**src/inc/uart_pkg.sv**
```systemverilog
// Shared constants and types for the UART line and FIFO control block
package uart_pkg;
  localparam int ADDR_W = 12;
  localparam logic [6:0] DEPTH = 7'h40;
  // Register indices; byte address is four times the index
  localparam logic [2:0] IDX_DATA = 3'h0;
  localparam logic [2:0] IDX_ONE = 3'h1;
  localparam logic [2:0] IDX_FIFO = 3'h2;
  localparam logic [2:0] IDX_LINE = 3'h3;
  localparam logic [2:0] IDX_MODEM = 3'h4;
  localparam logic [2:0] IDX_LSTAT = 3'h5;
  localparam logic [2:0] IDX_MSTAT = 3'h6;
  localparam logic [2:0] IDX_SEVEN = 3'h7;
  // Field positions
  localparam int FC_EN = 0;
  localparam int FC_RXRST = 1;
  localparam int FC_TXRST = 2;
  localparam int FC_DMA = 3;
  localparam int FC_TXTRIG = 4;
  localparam int FC_RXTRIG = 6;
  localparam int LF_STOP = 2;
  localparam int LF_PEN = 3;
  localparam int LF_EVEN = 4;
  localparam int LF_FORCE = 5;
  localparam int LF_BREAK = 6;
  localparam int LF_DLAB = 7;
  localparam int MO_TREADY = 0;
  localparam int MO_SREQ = 1;
  localparam int MO_AUX1 = 2;
  localparam int MO_LOOP = 4;
  localparam int MO_TRIGEN = 6;
  localparam int EF_ENH = 4;
  localparam int EF_AUTOSR = 6;
  localparam int FT_HALFDUP = 3;
  // Reset values and key
  localparam logic [7:0] LINE_RESET = 8'h05;
  localparam logic [7:0] MODEM_RESET = 8'h00;
  localparam logic [7:0] DIV_LOW_RESET = 8'h01;
  localparam logic [7:0] ZERO_RESET = 8'h00;
  localparam logic [7:0] LINE_KEY = 8'hBF;
  localparam logic [1:0] RESP_OKAY = 2'h0;
  localparam logic [1:0] RESP_DECERR = 2'h3;
  // Timing in 16x sample ticks
  localparam logic [5:0] TICKS_BIT = 6'h10;
  localparam logic [5:0] TICKS_HALF = 6'h07;
  localparam logic [5:0] STOP_ONE = 6'h10;
  localparam logic [5:0] STOP_ONE_HALF = 6'h18;
  localparam logic [5:0] STOP_TWO = 6'h20;
  localparam int TIMEOUT_BITS = 52;
  localparam logic [9:0] TIMEOUT_TICKS = 10'(TIMEOUT_BITS * 16);

  typedef struct packed {
    logic awvalid;
    logic [ADDR_W-1:0] awaddr;
    logic wvalid;
    logic [31:0] wdata;
    logic [3:0] wstrb;
    logic bready;
    logic arvalid;
    logic [ADDR_W-1:0] araddr;
    logic rready;
  } axil_in_t;

  typedef struct packed {
    logic awready;
    logic wready;
    logic bvalid;
    logic [1:0] bresp;
    logic arready;
    logic rvalid;
    logic [31:0] rdata;
    logic [1:0] rresp;
  } axil_out_t;

  typedef enum logic [2:0] {
    S_IDLE = 3'b000,
    S_START = 3'b001,
    S_DATA = 3'b010,
    S_PAR = 3'b011,
    S_STOP = 3'b100
  } frame_state_t;
endpackage

```
**src/core/uart_line_fifo_control.sv**
```systemverilog
// UART channel: line format, FIFO control, modem outputs, AXI4-Lite registers
//
// Our own choices: the AXI4-Lite register port and the placing of the registers.
`timescale 1ns/1ps
module uart_line_fifo_control (
  input wire logic mclk,
  input wire logic rst_n,
  input wire uart_pkg::axil_in_t bus_in,
  output uart_pkg::axil_out_t bus_out,
  input wire logic serial_in,
  output logic serial_out,
  input wire logic ring_indicator_in,
  output logic terminal_ready_n,
  output logic send_request_n,
  output logic tx_request_pin,
  output logic rx_request_pin,
  output logic tx_int,
  output logic rx_int
);
  import uart_pkg::*;

  function automatic logic [6:0] tx_level(input logic [1:0] sel);
    case (sel)
      2'b00: tx_level = 7'h08;
      2'b01: tx_level = 7'h10;
      2'b10: tx_level = 7'h20;
      default: tx_level = 7'h38;
    endcase
  endfunction

  function automatic logic [6:0] rx_level(input logic [1:0] sel);
    case (sel)
      2'b00: rx_level = 7'h08;
      2'b01: rx_level = 7'h10;
      2'b10: rx_level = 7'h38;
      default: rx_level = 7'h3C;
    endcase
  endfunction

  function automatic logic parity_of(input logic [7:0] d, input logic [7:0] lf);
    logic [7:0] m;
    m = d & (8'hFF >> (2'h3 - lf[1:0]));
    if (lf[LF_FORCE])
      parity_of = ~lf[LF_EVEN];
    else
      parity_of = (^m) ^ ~lf[LF_EVEN];
  endfunction

  logic [7:0] line_format_reg, modem_output_reg, enhanced_feature_reg;
  logic [7:0] feature_control_reg, scratch_reg, trigger_level_reg;
  logic [7:0] divisor_low, divisor_high_byte, divisor_fraction;
  logic fifo_en, dma_mode;
  logic [1:0] tx_trig_sel, rx_trig_sel;
  axil_out_t bus_q;

  // Bus decode
  wire aw_hs = bus_in.awvalid & bus_q.awready;
  wire ar_hs = bus_in.arvalid & bus_q.arready;
  wire w_ok = bus_in.awaddr[ADDR_W-1:5] == '0;
  wire r_ok = bus_in.araddr[ADDR_W-1:5] == '0;
  wire [2:0] widx = bus_in.awaddr[4:2];
  wire [2:0] ridx = bus_in.araddr[4:2];
  wire wr = aw_hs & w_ok & bus_in.wstrb[0];
  wire [7:0] wd = bus_in.wdata[7:0];
  wire key = line_format_reg == LINE_KEY;
  wire dlab = line_format_reg[LF_DLAB];
  wire enh = enhanced_feature_reg[EF_ENH];
  wire loop = modem_output_reg[MO_LOOP];
  wire sel_ready = ~loop & modem_output_reg[MO_AUX1];
  wire sel_trig = ~sel_ready & enh & modem_output_reg[MO_TRIGEN];
  wire wr_tx = wr & widx == IDX_DATA & ~dlab;
  wire wr_dll = wr & widx == IDX_DATA & dlab;
  wire wr_div_high = wr & widx == IDX_ONE & dlab & ~key;
  wire wr_feat_ctl = wr & widx == IDX_ONE & key;
  wire wr_enh = wr & widx == IDX_FIFO & key;
  wire wr_div_frac = wr & widx == IDX_FIFO & dlab & ~key;
  wire wr_fifo_ctl = wr & widx == IDX_FIFO & ~dlab;
  wire wr_line = wr & widx == IDX_LINE;
  wire wr_modem = wr & widx == IDX_MODEM;
  wire wr_seven = wr & widx == IDX_SEVEN & ~sel_ready;
  wire rx_flush = wr_fifo_ctl & wd[FC_EN] & wd[FC_RXRST];
  wire tx_flush = wr_fifo_ctl & wd[FC_EN] & wd[FC_TXRST];

  // Control registers
  always_ff @(posedge mclk or negedge rst_n)
  begin
    if (!rst_n)
    begin
      line_format_reg <= LINE_RESET;
      modem_output_reg <= MODEM_RESET;
      enhanced_feature_reg <= ZERO_RESET;
      feature_control_reg <= ZERO_RESET;
      scratch_reg <= ZERO_RESET;
      trigger_level_reg <= ZERO_RESET;
      divisor_low <= DIV_LOW_RESET;
      divisor_high_byte <= ZERO_RESET;
      divisor_fraction <= ZERO_RESET;
    end
    else
    begin
      if (wr_line) line_format_reg <= wd;
      if (wr_modem)
        modem_output_reg <= {enh ? wd[7:5] : modem_output_reg[7:5], wd[4:0]};
      if (wr_enh) enhanced_feature_reg <= wd;
      if (wr_feat_ctl) feature_control_reg <= wd;
      if (wr_seven & sel_trig) trigger_level_reg <= wd;
      if (wr_seven & ~sel_trig) scratch_reg <= wd;
      if (wr_dll) divisor_low <= wd;
      if (wr_div_high) divisor_high_byte <= wd;
      if (wr_div_frac) divisor_fraction <= wd;
    end
  end

  always_ff @(posedge mclk or negedge rst_n)
  begin
    if (!rst_n)
    begin
      fifo_en <= 1'b0;
      dma_mode <= 1'b0;
      tx_trig_sel <= 2'b00;
      rx_trig_sel <= 2'b00;
    end
    else if (wr_fifo_ctl)
    begin
      fifo_en <= wd[FC_EN];
      if (wd[FC_EN])
      begin
        dma_mode <= wd[FC_DMA];
        rx_trig_sel <= wd[FC_RXTRIG+:2];
        if (enh) tx_trig_sel <= wd[FC_TXTRIG+:2];
      end
    end
  end

  // Baud tick at sixteen times the bit rate
  logic [15:0] baud_cnt;
  wire [15:0] divisor = {divisor_high_byte, divisor_low};
  wire tick = divisor != 16'h0000 & baud_cnt == divisor - 16'h0001;
  always_ff @(posedge mclk or negedge rst_n)
  begin
    if (!rst_n) baud_cnt <= 16'h0000;
    else baud_cnt <= tick | divisor == 16'h0000 ? 16'h0000 : baud_cnt + 16'h0001;
  end

  // Transmit FIFO
  logic [7:0] tx_mem [0:63];
  logic [5:0] tx_wp, tx_rp;
  logic [6:0] tx_cnt;
  logic tx_pop;
  wire tx_push = wr_tx & tx_cnt != DEPTH;
  always_ff @(posedge mclk)
  begin
    if (tx_push) tx_mem[tx_wp] <= wd;
  end
  always_ff @(posedge mclk or negedge rst_n)
  begin
    if (!rst_n)
    begin
      tx_wp <= 6'h00;
      tx_rp <= 6'h00;
      tx_cnt <= 7'h00;
    end
    else if (tx_flush)
    begin
      tx_wp <= 6'h00;
      tx_rp <= 6'h00;
      tx_cnt <= 7'h00;
    end
    else
    begin
      tx_wp <= tx_wp + 6'(tx_push);
      tx_rp <= tx_rp + 6'(tx_pop);
      tx_cnt <= tx_cnt + 7'(tx_push) - 7'(tx_pop);
    end
  end

  // Transmitter
  frame_state_t tx_state;
  logic [7:0] tsr;
  logic [2:0] tx_bit;
  logic [5:0] tx_sub;
  wire [2:0] last_bit = 3'h4 + {1'b0, line_format_reg[1:0]};
  wire [5:0] stop_len = !line_format_reg[LF_STOP] ? STOP_ONE :
    line_format_reg[1:0] == 2'b00 ? STOP_ONE_HALF : STOP_TWO;
  wire tx_bit_end = tick & tx_sub == TICKS_BIT - 6'h01;
  assign tx_pop = tx_state == S_IDLE & tx_cnt != 7'h00 & ~tx_flush;
  always_ff @(posedge mclk or negedge rst_n)
  begin
    if (!rst_n)
    begin
      tx_state <= S_IDLE;
      tsr <= 8'h00;
      tx_bit <= 3'h0;
      tx_sub <= 6'h00;
    end
    else
    begin
      if (tick) tx_sub <= tx_sub + 6'h01;
      case (tx_state)
        S_IDLE:
          if (tx_pop)
          begin
            tsr <= tx_mem[tx_rp];
            tx_sub <= 6'h00;
            tx_state <= S_START;
          end
        S_START:
          if (tx_bit_end)
          begin
            tx_sub <= 6'h00;
            tx_bit <= 3'h0;
            tx_state <= S_DATA;
          end
        S_DATA:
          if (tx_bit_end)
          begin
            tx_sub <= 6'h00;
            tx_bit <= tx_bit + 3'h1;
            tsr <= {1'b0, tsr[7:1]};
            if (tx_bit == last_bit)
              tx_state <= line_format_reg[LF_PEN] ? S_PAR : S_STOP;
          end
        S_PAR:
          if (tx_bit_end)
          begin
            tx_sub <= 6'h00;
            tx_state <= S_STOP;
          end
        S_STOP:
          if (tick & tx_sub == stop_len - 6'h01)
            tx_state <= S_IDLE;
        default: tx_state <= S_IDLE;
      endcase
    end
  end

  logic [7:0] tx_char;
  always_ff @(posedge mclk or negedge rst_n)
  begin
    if (!rst_n) tx_char <= 8'h00;
    else if (tx_pop) tx_char <= tx_mem[tx_rp];
  end
  wire tx_par = parity_of(tx_char, line_format_reg);
  wire line_bit = tx_state == S_START ? 1'b0 :
    tx_state == S_DATA ? tsr[0] : tx_state == S_PAR ? tx_par : 1'b1;
  wire tx_line = line_format_reg[LF_BREAK] ? 1'b0 : line_bit;

  // Pin synchronisers
  logic [1:0] rx_sync, ring_sync;
  always_ff @(posedge mclk or negedge rst_n)
  begin
    if (!rst_n)
    begin
      rx_sync <= 2'b11;
      ring_sync <= 2'b11;
    end
    else
    begin
      rx_sync <= {rx_sync[0], serial_in};
      ring_sync <= {ring_sync[0], ring_indicator_in};
    end
  end
  wire rx_line = loop ? tx_line : rx_sync[1];
  wire ring_state = loop ? modem_output_reg[MO_AUX1] : ~ring_sync[1];

  // Receive FIFO holds framing error, parity error and data
  logic [9:0] rx_mem [0:63];
  logic [5:0] rx_wp, rx_rp;
  logic [6:0] rx_cnt;
  logic rx_done, rx_pe, rx_fe, overrun, rx_timeout;
  logic [7:0] rsr;
  wire rx_pop = ar_hs & r_ok & ridx == IDX_DATA & ~dlab & rx_cnt != 7'h00;
  wire rx_push = rx_done & rx_cnt != DEPTH;
  wire [7:0] rx_char = rsr >> (2'h3 - line_format_reg[1:0]);
  always_ff @(posedge mclk)
  begin
    if (rx_push) rx_mem[rx_wp] <= {rx_fe, rx_pe, rx_char};
  end
  always_ff @(posedge mclk or negedge rst_n)
  begin
    if (!rst_n)
    begin
      rx_wp <= 6'h00;
      rx_rp <= 6'h00;
      rx_cnt <= 7'h00;
    end
    else if (rx_flush)
    begin
      rx_wp <= 6'h00;
      rx_rp <= 6'h00;
      rx_cnt <= 7'h00;
    end
    else
    begin
      rx_wp <= rx_wp + 6'(rx_push);
      rx_rp <= rx_rp + 6'(rx_pop);
      rx_cnt <= rx_cnt + 7'(rx_push) - 7'(rx_pop);
    end
  end

  // Receiver, samples mid-bit
  frame_state_t rx_state;
  logic [2:0] rx_bit;
  logic [5:0] rx_sub;
  wire rx_mid = tick & rx_sub == TICKS_BIT - 6'h01;
  always_ff @(posedge mclk or negedge rst_n)
  begin
    if (!rst_n)
    begin
      rx_state <= S_IDLE;
      rsr <= 8'h00;
      rx_bit <= 3'h0;
      rx_sub <= 6'h00;
      rx_pe <= 1'b0;
      rx_fe <= 1'b0;
      rx_done <= 1'b0;
    end
    else
    begin
      rx_done <= 1'b0;
      if (tick) rx_sub <= rx_sub + 6'h01;
      case (rx_state)
        S_IDLE:
          if (tick & ~rx_line)
          begin
            rx_sub <= 6'h00;
            rx_state <= S_START;
          end
        S_START:
          if (tick & rx_sub == TICKS_HALF)
          begin
            rx_sub <= 6'h00;
            rx_bit <= 3'h0;
            rx_pe <= 1'b0;
            rx_state <= rx_line ? S_IDLE : S_DATA;
          end
        S_DATA:
          if (rx_mid)
          begin
            rx_sub <= 6'h00;
            rx_bit <= rx_bit + 3'h1;
            rsr <= {rx_line, rsr[7:1]};
            if (rx_bit == last_bit)
              rx_state <= line_format_reg[LF_PEN] ? S_PAR : S_STOP;
          end
        S_PAR:
          if (rx_mid)
          begin
            rx_sub <= 6'h00;
            rx_pe <= rx_line != parity_of(rx_char, line_format_reg);
            rx_state <= S_STOP;
          end
        S_STOP:
          if (rx_mid)
          begin
            rx_fe <= ~rx_line;
            rx_done <= 1'b1;
            rx_state <= S_IDLE;
          end
        default: rx_state <= S_IDLE;
      endcase
    end
  end

  // Overrun and receive timeout
  logic [9:0] idle_ticks;
  wire lstat_rd = ar_hs & r_ok & ridx == IDX_LSTAT;
  always_ff @(posedge mclk or negedge rst_n)
  begin
    if (!rst_n)
    begin
      overrun <= 1'b0;
      idle_ticks <= 10'h000;
      rx_timeout <= 1'b0;
    end
    else
    begin
      if (rx_done & rx_cnt == DEPTH) overrun <= 1'b1;
      else if (lstat_rd) overrun <= 1'b0;
      if (rx_push | rx_pop | rx_cnt == 7'h00 | rx_state != S_IDLE)
        idle_ticks <= 10'h000;
      else if (tick & idle_ticks != TIMEOUT_TICKS)
        idle_ticks <= idle_ticks + 10'h001;
      if (tick & idle_ticks == TIMEOUT_TICKS - 10'h001) rx_timeout <= 1'b1;
      else if (rx_pop | rx_flush) rx_timeout <= 1'b0;
    end
  end

  // Trigger levels, interrupts and request pins
  wire [6:0] tx_trig = fifo_en & enh ? tx_level(tx_trig_sel) : 7'h01;
  wire [6:0] rx_trig = fifo_en ? rx_level(rx_trig_sel) : 7'h01;
  wire [6:0] tx_space = DEPTH - tx_cnt;
  wire tx_cond = tx_space > tx_trig | tx_cnt == 7'h00;
  wire rx_cond = rx_cnt > rx_trig | rx_timeout;
  wire tx_busy = tx_state != S_IDLE;
  wire auto_flow = enhanced_feature_reg[EF_AUTOSR];
  wire half_dup = feature_control_reg[FT_HALFDUP];
  wire next_send_n = loop ? 1'b1 :
    half_dup ? ~(tx_busy | tx_cnt != 7'h00) :
    auto_flow ? rx_cnt >= rx_trig : ~modem_output_reg[MO_SREQ];
  wire next_tx_req_n = dma_mode ? ~tx_cond : tx_cnt != 7'h00;
  wire next_rx_req_n = dma_mode ? ~rx_cond : rx_cnt == 7'h00;
  always_ff @(posedge mclk or negedge rst_n)
  begin
    if (!rst_n)
    begin
      serial_out <= 1'b1;
      terminal_ready_n <= 1'b1;
      send_request_n <= 1'b1;
      tx_request_pin <= 1'b1;
      rx_request_pin <= 1'b1;
      tx_int <= 1'b0;
      rx_int <= 1'b0;
    end
    else
    begin
      serial_out <= loop ? 1'b1 : tx_line;
      terminal_ready_n <= loop | ~modem_output_reg[MO_TREADY];
      send_request_n <= next_send_n;
      tx_request_pin <= next_tx_req_n;
      rx_request_pin <= next_rx_req_n;
      tx_int <= tx_cond;
      rx_int <= rx_cond;
    end
  end

  // Read multiplexer
  wire [9:0] rx_head = rx_mem[rx_rp];
  wire rx_any = rx_cnt != 7'h00;
  wire [7:0] line_status = {1'b0, ~tx_busy & tx_cnt == 7'h00, tx_cnt == 7'h00,
    1'b0, rx_any & rx_head[9], rx_any & rx_head[8], overrun, rx_any};
  wire [7:0] fifo_ready = {3'b000, next_rx_req_n, 3'b000, next_tx_req_n};
  logic [7:0] rd_byte;
  always_comb
  begin
    rd_byte = 8'h00;
    case (ridx)
      IDX_DATA: rd_byte = dlab ? divisor_low : rx_any ? rx_head[7:0] : 8'h00;
      IDX_ONE: rd_byte = key ? feature_control_reg : dlab ? divisor_high_byte : 8'h00;
      IDX_FIFO: rd_byte = key ? enhanced_feature_reg : dlab ? divisor_fraction :
        {fifo_en, fifo_en, 6'h00};
      IDX_LINE: rd_byte = line_format_reg;
      IDX_MODEM: rd_byte = modem_output_reg;
      IDX_LSTAT: rd_byte = line_status;
      IDX_MSTAT: rd_byte = {1'b0, ring_state, 6'h00};
      IDX_SEVEN: rd_byte = sel_ready ? fifo_ready : sel_trig ? trigger_level_reg :
        scratch_reg;
      default: rd_byte = 8'h00;
    endcase
  end

  // AXI4-Lite slave handshakes
  always_ff @(posedge mclk or negedge rst_n)
  begin
    if (!rst_n) bus_q <= '0;
    else
    begin
      bus_q.awready <= bus_in.awvalid & bus_in.wvalid & ~bus_q.awready & ~bus_q.bvalid;
      bus_q.wready <= bus_in.awvalid & bus_in.wvalid & ~bus_q.awready & ~bus_q.bvalid;
      if (aw_hs)
      begin
        bus_q.bvalid <= 1'b1;
        bus_q.bresp <= w_ok ? RESP_OKAY : RESP_DECERR;
      end
      else if (bus_in.bready) bus_q.bvalid <= 1'b0;
      bus_q.arready <= bus_in.arvalid & ~bus_q.arready & ~bus_q.rvalid;
      if (ar_hs)
      begin
        bus_q.rvalid <= 1'b1;
        bus_q.rdata <= r_ok ? {24'h000000, rd_byte} : 32'h00000000;
        bus_q.rresp <= r_ok ? RESP_OKAY : RESP_DECERR;
      end
      else if (bus_in.rready) bus_q.rvalid <= 1'b0;
    end
  end
  assign bus_out = bus_q;
endmodule // uart_line_fifo_control

```
**config.mk**
```make
export PLATFORM = sky130hd
export DESIGN_NAME = uart_line_fifo_control
export DESIGN_NICKNAME = d
export VERILOG_FILES = /design/src/inc/uart_pkg.sv /design/src/core/uart_line_fifo_control.sv
export SDC_FILE = /design/constraint.sdc
export NUM_CORES = 2
export LEC_CHECK = 0
export BUFFER_PORTS_ARGS = -buffer_cell sky130_fd_sc_hd__buf_2
export CAP_MARGIN = 25
export CORE_UTILIZATION = 30
export DETAILED_ROUTE_END_ITERATION = 12
export GPL_ROUTABILITY_DRIVEN = 0
export HOLD_SLACK_MARGIN = 0.15
export SLEW_MARGIN = 40
export SYNTH_ARGS = -nofsm -noshare
export SYNTH_HDL_FRONTEND = slang
export SYNTH_SLANG_ARGS = --single-unit
export TNS_END_PERCENT = 1
```
**constraint.sdc**
```tcl
create_clock -name mclk -period 6 [get_ports mclk]
set_input_delay 0.6 -clock mclk [delete_from_list [all_inputs] [get_ports mclk]]
set_output_delay 0.6 -clock mclk [all_outputs]
set_load 0.01 [all_outputs]
```
# After elaboration in Yosys (flattened, before gate mapping)

Memories as Yosys holds them, arrays and structs flattened.
Index checks and enable logic that the tools add are counted.

Logic and storage cells: 350
RAM bits: 1,152
Bits in registers: 246
Memories: 2

Magnitude comparators: 3
Bitwise operators: 87
Equal/unequal tests: 50
Shift-type cells: 2
Add/subtract/negate cells: 19
Reductions and logical operators: 41
Multiplexer cells: 94

Memories:

| memory | depth | bits a word | rd ports | clocked after memory_dff | write ports | RTL line                      | source |
|---|---|---|---|---|---|---|---|
| rx_mem | 64    | 10          | 1        | 0                        | 1           | uart_line_fifo_control.sv:267 | `logic [9:0] rx_mem [0:63];` |
| tx_mem | 64    | 8           | 1        | 0                        | 1           | uart_line_fifo_control.sv:146 | `logic [7:0] tx_mem [0:63];` |

Operators with widths:

| operator                | number |
|---|---|
| $mux W8                 | 11 |
| $mux W6                 | 13 |
| $pmux W8 S8             | 1 |
| $and A1 B1 Y1           | 55 |
| $pmux W6 S3             | 3 |
| $mux W3                 | 17 |
| $mux W1                 | 32 |
| $pmux W3 S5             | 2 |
| $logic_not A7 Y1        | 4 |
| $mux W7                 | 4 |
| $add A6 B1 Y6           | 4 |
| $eq A3 B2 Y1 const B    | 8 |
| $eq A3 B3 Y1 const B    | 8 |
| $ne A2 B2 Y1 const B    | 12 |
| $mux W10                | 2 |
| $not A1 Y1              | 19 |
| $reduce_bool A2 Y1      | 9 |
| $add A16 B1 Y16 const B | 1 |
| $and A8 B8 Y8           | 2 |
| $eq A16 B16 Y1          | 1 |
| $logic_not A16 Y1       | 1 |
| $mux W16                | 1 |
| $pmux W8 S2             | 1 |
| $reduce_bool A16 Y1     | 1 |
| other kinds (43)        | 84 |

# Logic depth before layout (Yosys ltp)

Depth after elaboration: 15
Gate-level depth with buffers: 21

# Worst setup path after synthesis

Ideal clock, no wire load.

Path kind: register to register
Start point: reg line_format_reg[0]
End point: mem rx_mem[0][5], data pin
Cell stages (with the launch flop): 5
Setup time: 702 ps
Clock period less this slack: 4,520 ps
Data arrival time: 3,819 ps
Path slack: 1,480 ps
Cell sequence: dfstp_2 -> buf_1 -> buf_1 -> nand2_1 -> o21ai_0

Longest elaborated chain between the ends: 2

RTL lines:

| element                | RTL line                      | source |
|---|---|---|
| start, declared        | uart_line_fifo_control.sv:49  | `logic [7:0] line_format_reg, modem_output_reg, enhanced_feature_reg;` |
| start signal, assigned | uart_line_fifo_control.sv:101 | `if (wr_line) line_format_reg <= wd;` |
| $sub A2 B2 Y2          | uart_line_fifo_control.sv:274 | `wire [7:0] rx_char = rsr >> (2'h3 - line_format_reg[1:0]);` |
| $shr A8 B2 Y8          | uart_line_fifo_control.sv:274 |  |
| net rx_char[5]         | uart_line_fifo_control.sv:274 |  |
| end, declared          | uart_line_fifo_control.sv:267 |  |

The timed path passes the listed nets, and every way through them passes these cells.

==> key figures <==
Worst setup path
  • Worst r2r src: bus_out[39]
  • CP endpoint kind: register
  • CP startpoint: bus_out[39]
  • Critical-path top delay cell: dfrtp_1
  • Crit path largest cell delay: 590 ps
  • Startpoint Class: register
  • Critical Path AT: around 5000 ps
  • Worst-path maximum fanout: 7
  • Reg2reg path depth: 19
  • Setup Crit Path Kind: register to register
  • Worst-path cell chain: nand2_1 > and4b_1 > nand3b_1 > nor3b_1 > nand2_1 > nand3_1 > inv_1 > ha_1 > inv_1 > ha_1 > inv_1 > fa_1 > o21bai_1 > a21oi_1 > nor2_1 > nor2_1 > nor2_1 > or3_1 > a21oi_1
  • Crit path required time: 6670 ps

Floorplan
  • Die Area: 0.192 mm²
  • Die Ht: ~440 µm
  • Num ports: about 120
  • Die width: 438 µm
  • Cell Rows: ~160
  • Starting Density: 30.3%
  • Core Area: ~0.19 mm²

Pwr
  • Peak VDD IR: 0.245 mV
  • Leakage Power: 20.2 nW
  • Clock group share of total power: between 40 and 50%
  • Internal power: roughly 0.015 W
  • Pwr/cell area: between 200 and 300 mW/mm²
  • Switching Power: between 0.004 and 0.005 W
  • Logic pwr share: ~3.2%
  • Sw Share: about a fifth
  • Flop pwr share: a little over half

GRT
  • Grt met2 use: a little under a quarter
  • GRT busiest layer: met2
  • Initial antenna violation count: 2
  • Vias in the first global route: roughly 30000
  • GRT overflow: 0
  • Gr usage total: 14.1%
  • Global-route wire length before repair: about 200 mm
  • Largest net degree at the start of global routing: 95
  • GRT met3 Usage: under 10%
  • GRT met1 Usage: a little under a fifth

Placement
  • Number of buffers inserted by port buffering: 61
  • Placed inst area: 0.0604 mm²
  • Hpwl dp: 83.4 mm
  • Setup WS pre-CTS: 1430 ps

Yosys
  • Number of synthesized flops with an enable pin: 1152
  • Post-synth top area share: 60.7%
  • Top cells by count, synth: edfxtp_1, nor2_1, mux2i_1
  • Post-Syn Area per Cell: roughly 17 µm²
  • Number of warnings issued by yosys: 0
  • Mapped Area: 0.0570 mm²
  • Most used DFF post-synth: edfxtp_1
  • Sequential element share of the synthesized area: 70.4%
  • Ranking of synthesized cells by area: edfxtp_1, dfrtp_1, mux4_2
  • Most common cell in the netlist: edfxtp_1
  • Register bit total from synthesis: 1372
  • Mapped Cells: roughly 3400
  • Post-synth top area cell: edfxtp_1
  • Synth cell types: 83
  • Async SR Flop Fraction: 16.0%

Flow run
  • Maxcap violations: 0

Routing
  • Routed via count: between 30000 and 40000
  • Via density: about 5
  • Final ANT Viol Nets: 0
  • Routed WL: roughly 140 mm
  • DR iter-0 viols: 2643
  • First-pass DRT Iterations: 11
  • Wire per inst: about 22 µm
  • DR DRC count: 12

Finish
  • Layout cells sized above 1: about a fifth
  • Biggest regs: rx_mem: 640 flops, tx_mem: 512 flops, baud_cnt: 16 flops
  • Number of fill cells: 17893
  • Final instance area: between 0.06 and 0.07 mm²
  • Post-route core utilization: 34.5%
  • Multi-input gate area: roughly 0.016 mm²
  • Layout Nets: 3631
  • FF+latch area: between 0.04 and 0.05 mm²
  • Reg with most FFs: rx_mem
  • Max reg flops: 640
  • Synth-to-layout area growth: 13.8%

STA
  • Min Tclk post-route: about 4300 ps
  • WHS: ~270 ps
  • Worst Tran Pin Value: a little over 900 ps
  • Tcrit/Tclk final: between 70% and 80%
  • RSZ-0062 raised after global routing: false
  • Clock Skew: ~26 ps
  • Max-slew headroom: between 30% and 40%
  • Fin. max-slew vios: 0
  • Hold Vio Cnt, Final: 0
  • Final setup fails: 0
  • Final WS setup: around 1700 ps
  • Setup tns final: 0 ps
  • Max Clk Rate: 232 MHz

Worst hold path
  • Hold path depth: 4
  • Worst hold path type: primary input to register
  • Hold Path Origin: bus_in[63]

Clock network
  • Hold buffers post-CTS: 10
  • Cts repair resizes: 0
  • Post-CTS Setup Bufs: 0
  • Max Root-Sink Buffers: 3
  • CTS tree: done
  • Skew-Pair Late Insertion Delay: between 700 and 800 ps
  • CTS buffer count: 135
  • Clk sinks: roughly 1400
  • Root Driver: clkbuf_16
  • Clock slew at reported path FFs: 60 ps
  • H-tree depth: 4

Outcome
  • Failing checks: design-rule violations
  • Status: complete, but fails checks
-- path summary, 6_finish.rpt --
| path | end | slack (ps) |
|---|---|---|
| worst max-delay path | tx_cnt[6] | 1690 |
| worst min-delay path | bus_out[36] | 270 |
| worst max register to register | tx_cnt[6] | 1690 |
| worst min register to register | rx_sync[1] | 360 |
| max in group asynchronous | divisor_low[0] | 4280 |
| min in group asynchronous | tx_wp[4] | 470 |
-- metrics by stage --
stage	power (W)	instances
after floorplan	0.0109	3450
after global placement	0.0112	5854
after detailed placement	0.0112	5857
after CTS	0.0195	6114
after global routing	0.0199	6115
final	0.0193	6117
-- worst max-delay path: cells and delay by family (launching register included) --
| family | cells | cell delay [ps] |
|---|---|---|
| compound gates | 3 | 450 |
| fa+ha+maj | 3 | 660 |
| buf+inv | 3 | 190 |
| flops | 1 | 590 |
| simple gates | 10 | 2320 |
-- placed cells by master, fill, tap and decap left out, types with 39 or more instances in the layout --
cell	instances
o22ai_1	59
mux2i_1	215
o21ai_0	50
nor2_2	85
mux4_2	201
mux2_2	106
dfrtp_1	202
buf_4	47
a211oi_1	39
nor2_1	165
o221ai_1	106
a21oi_1	103
xor2_1	42
ha_1	50
clkbuf_16	141
xnor2_1	50
nand2_1	176
edfxtp_1	1152
nand3_1	64
inv_1	48
buf_2	60
-- cell families after synthesis --
family / Yosys count / share of synthesized area [%]
adders and majority gates: 52 / 1.17
AOI/OAI and AO/OA: 452 / 5.57
xor gates and xnor gates: 95 / 1.53
muxes: 523 / 13.8
other: 1 / 0.00658
and+or+nand+nor: 675 / 5.56
DFF: 1372 / 70.4
buffers and inverters: 257 / 1.94
-- power groups by stage --
stage / registers, W / clock network [W] / logic (W)
floorplan: 0.0105 / 0 / 0.000404
global placement: 0.0106 / 0 / 0.000594
detailed placement: 0.0106 / 0 / 0.000614
CTS: 0.0104 / 0.00851 / 0.000621
global route: 0.0104 / 0.00885 / 0.000698
finish: 0.0104 / 0.00834 / 0.000612
-- layer usage --
metal	wire length, µm	vias up
met5	13	-
met4	3520	2
met3	7690	228
met2	66900	852
met1	58700	15803
li1	-	13651
-- area by class of cell --
type	instances	share of cell area, %
tap	2495	4.81
multi-input combinational	1821	24.9
sequential	1372	61.9
timing repair buffer	130	1.51
clock inverter	74	0.980
antenna	2	0.00772
clock buffer	173	5.64
inverter	50	0.293
Power figures use the tool's default switching activity.
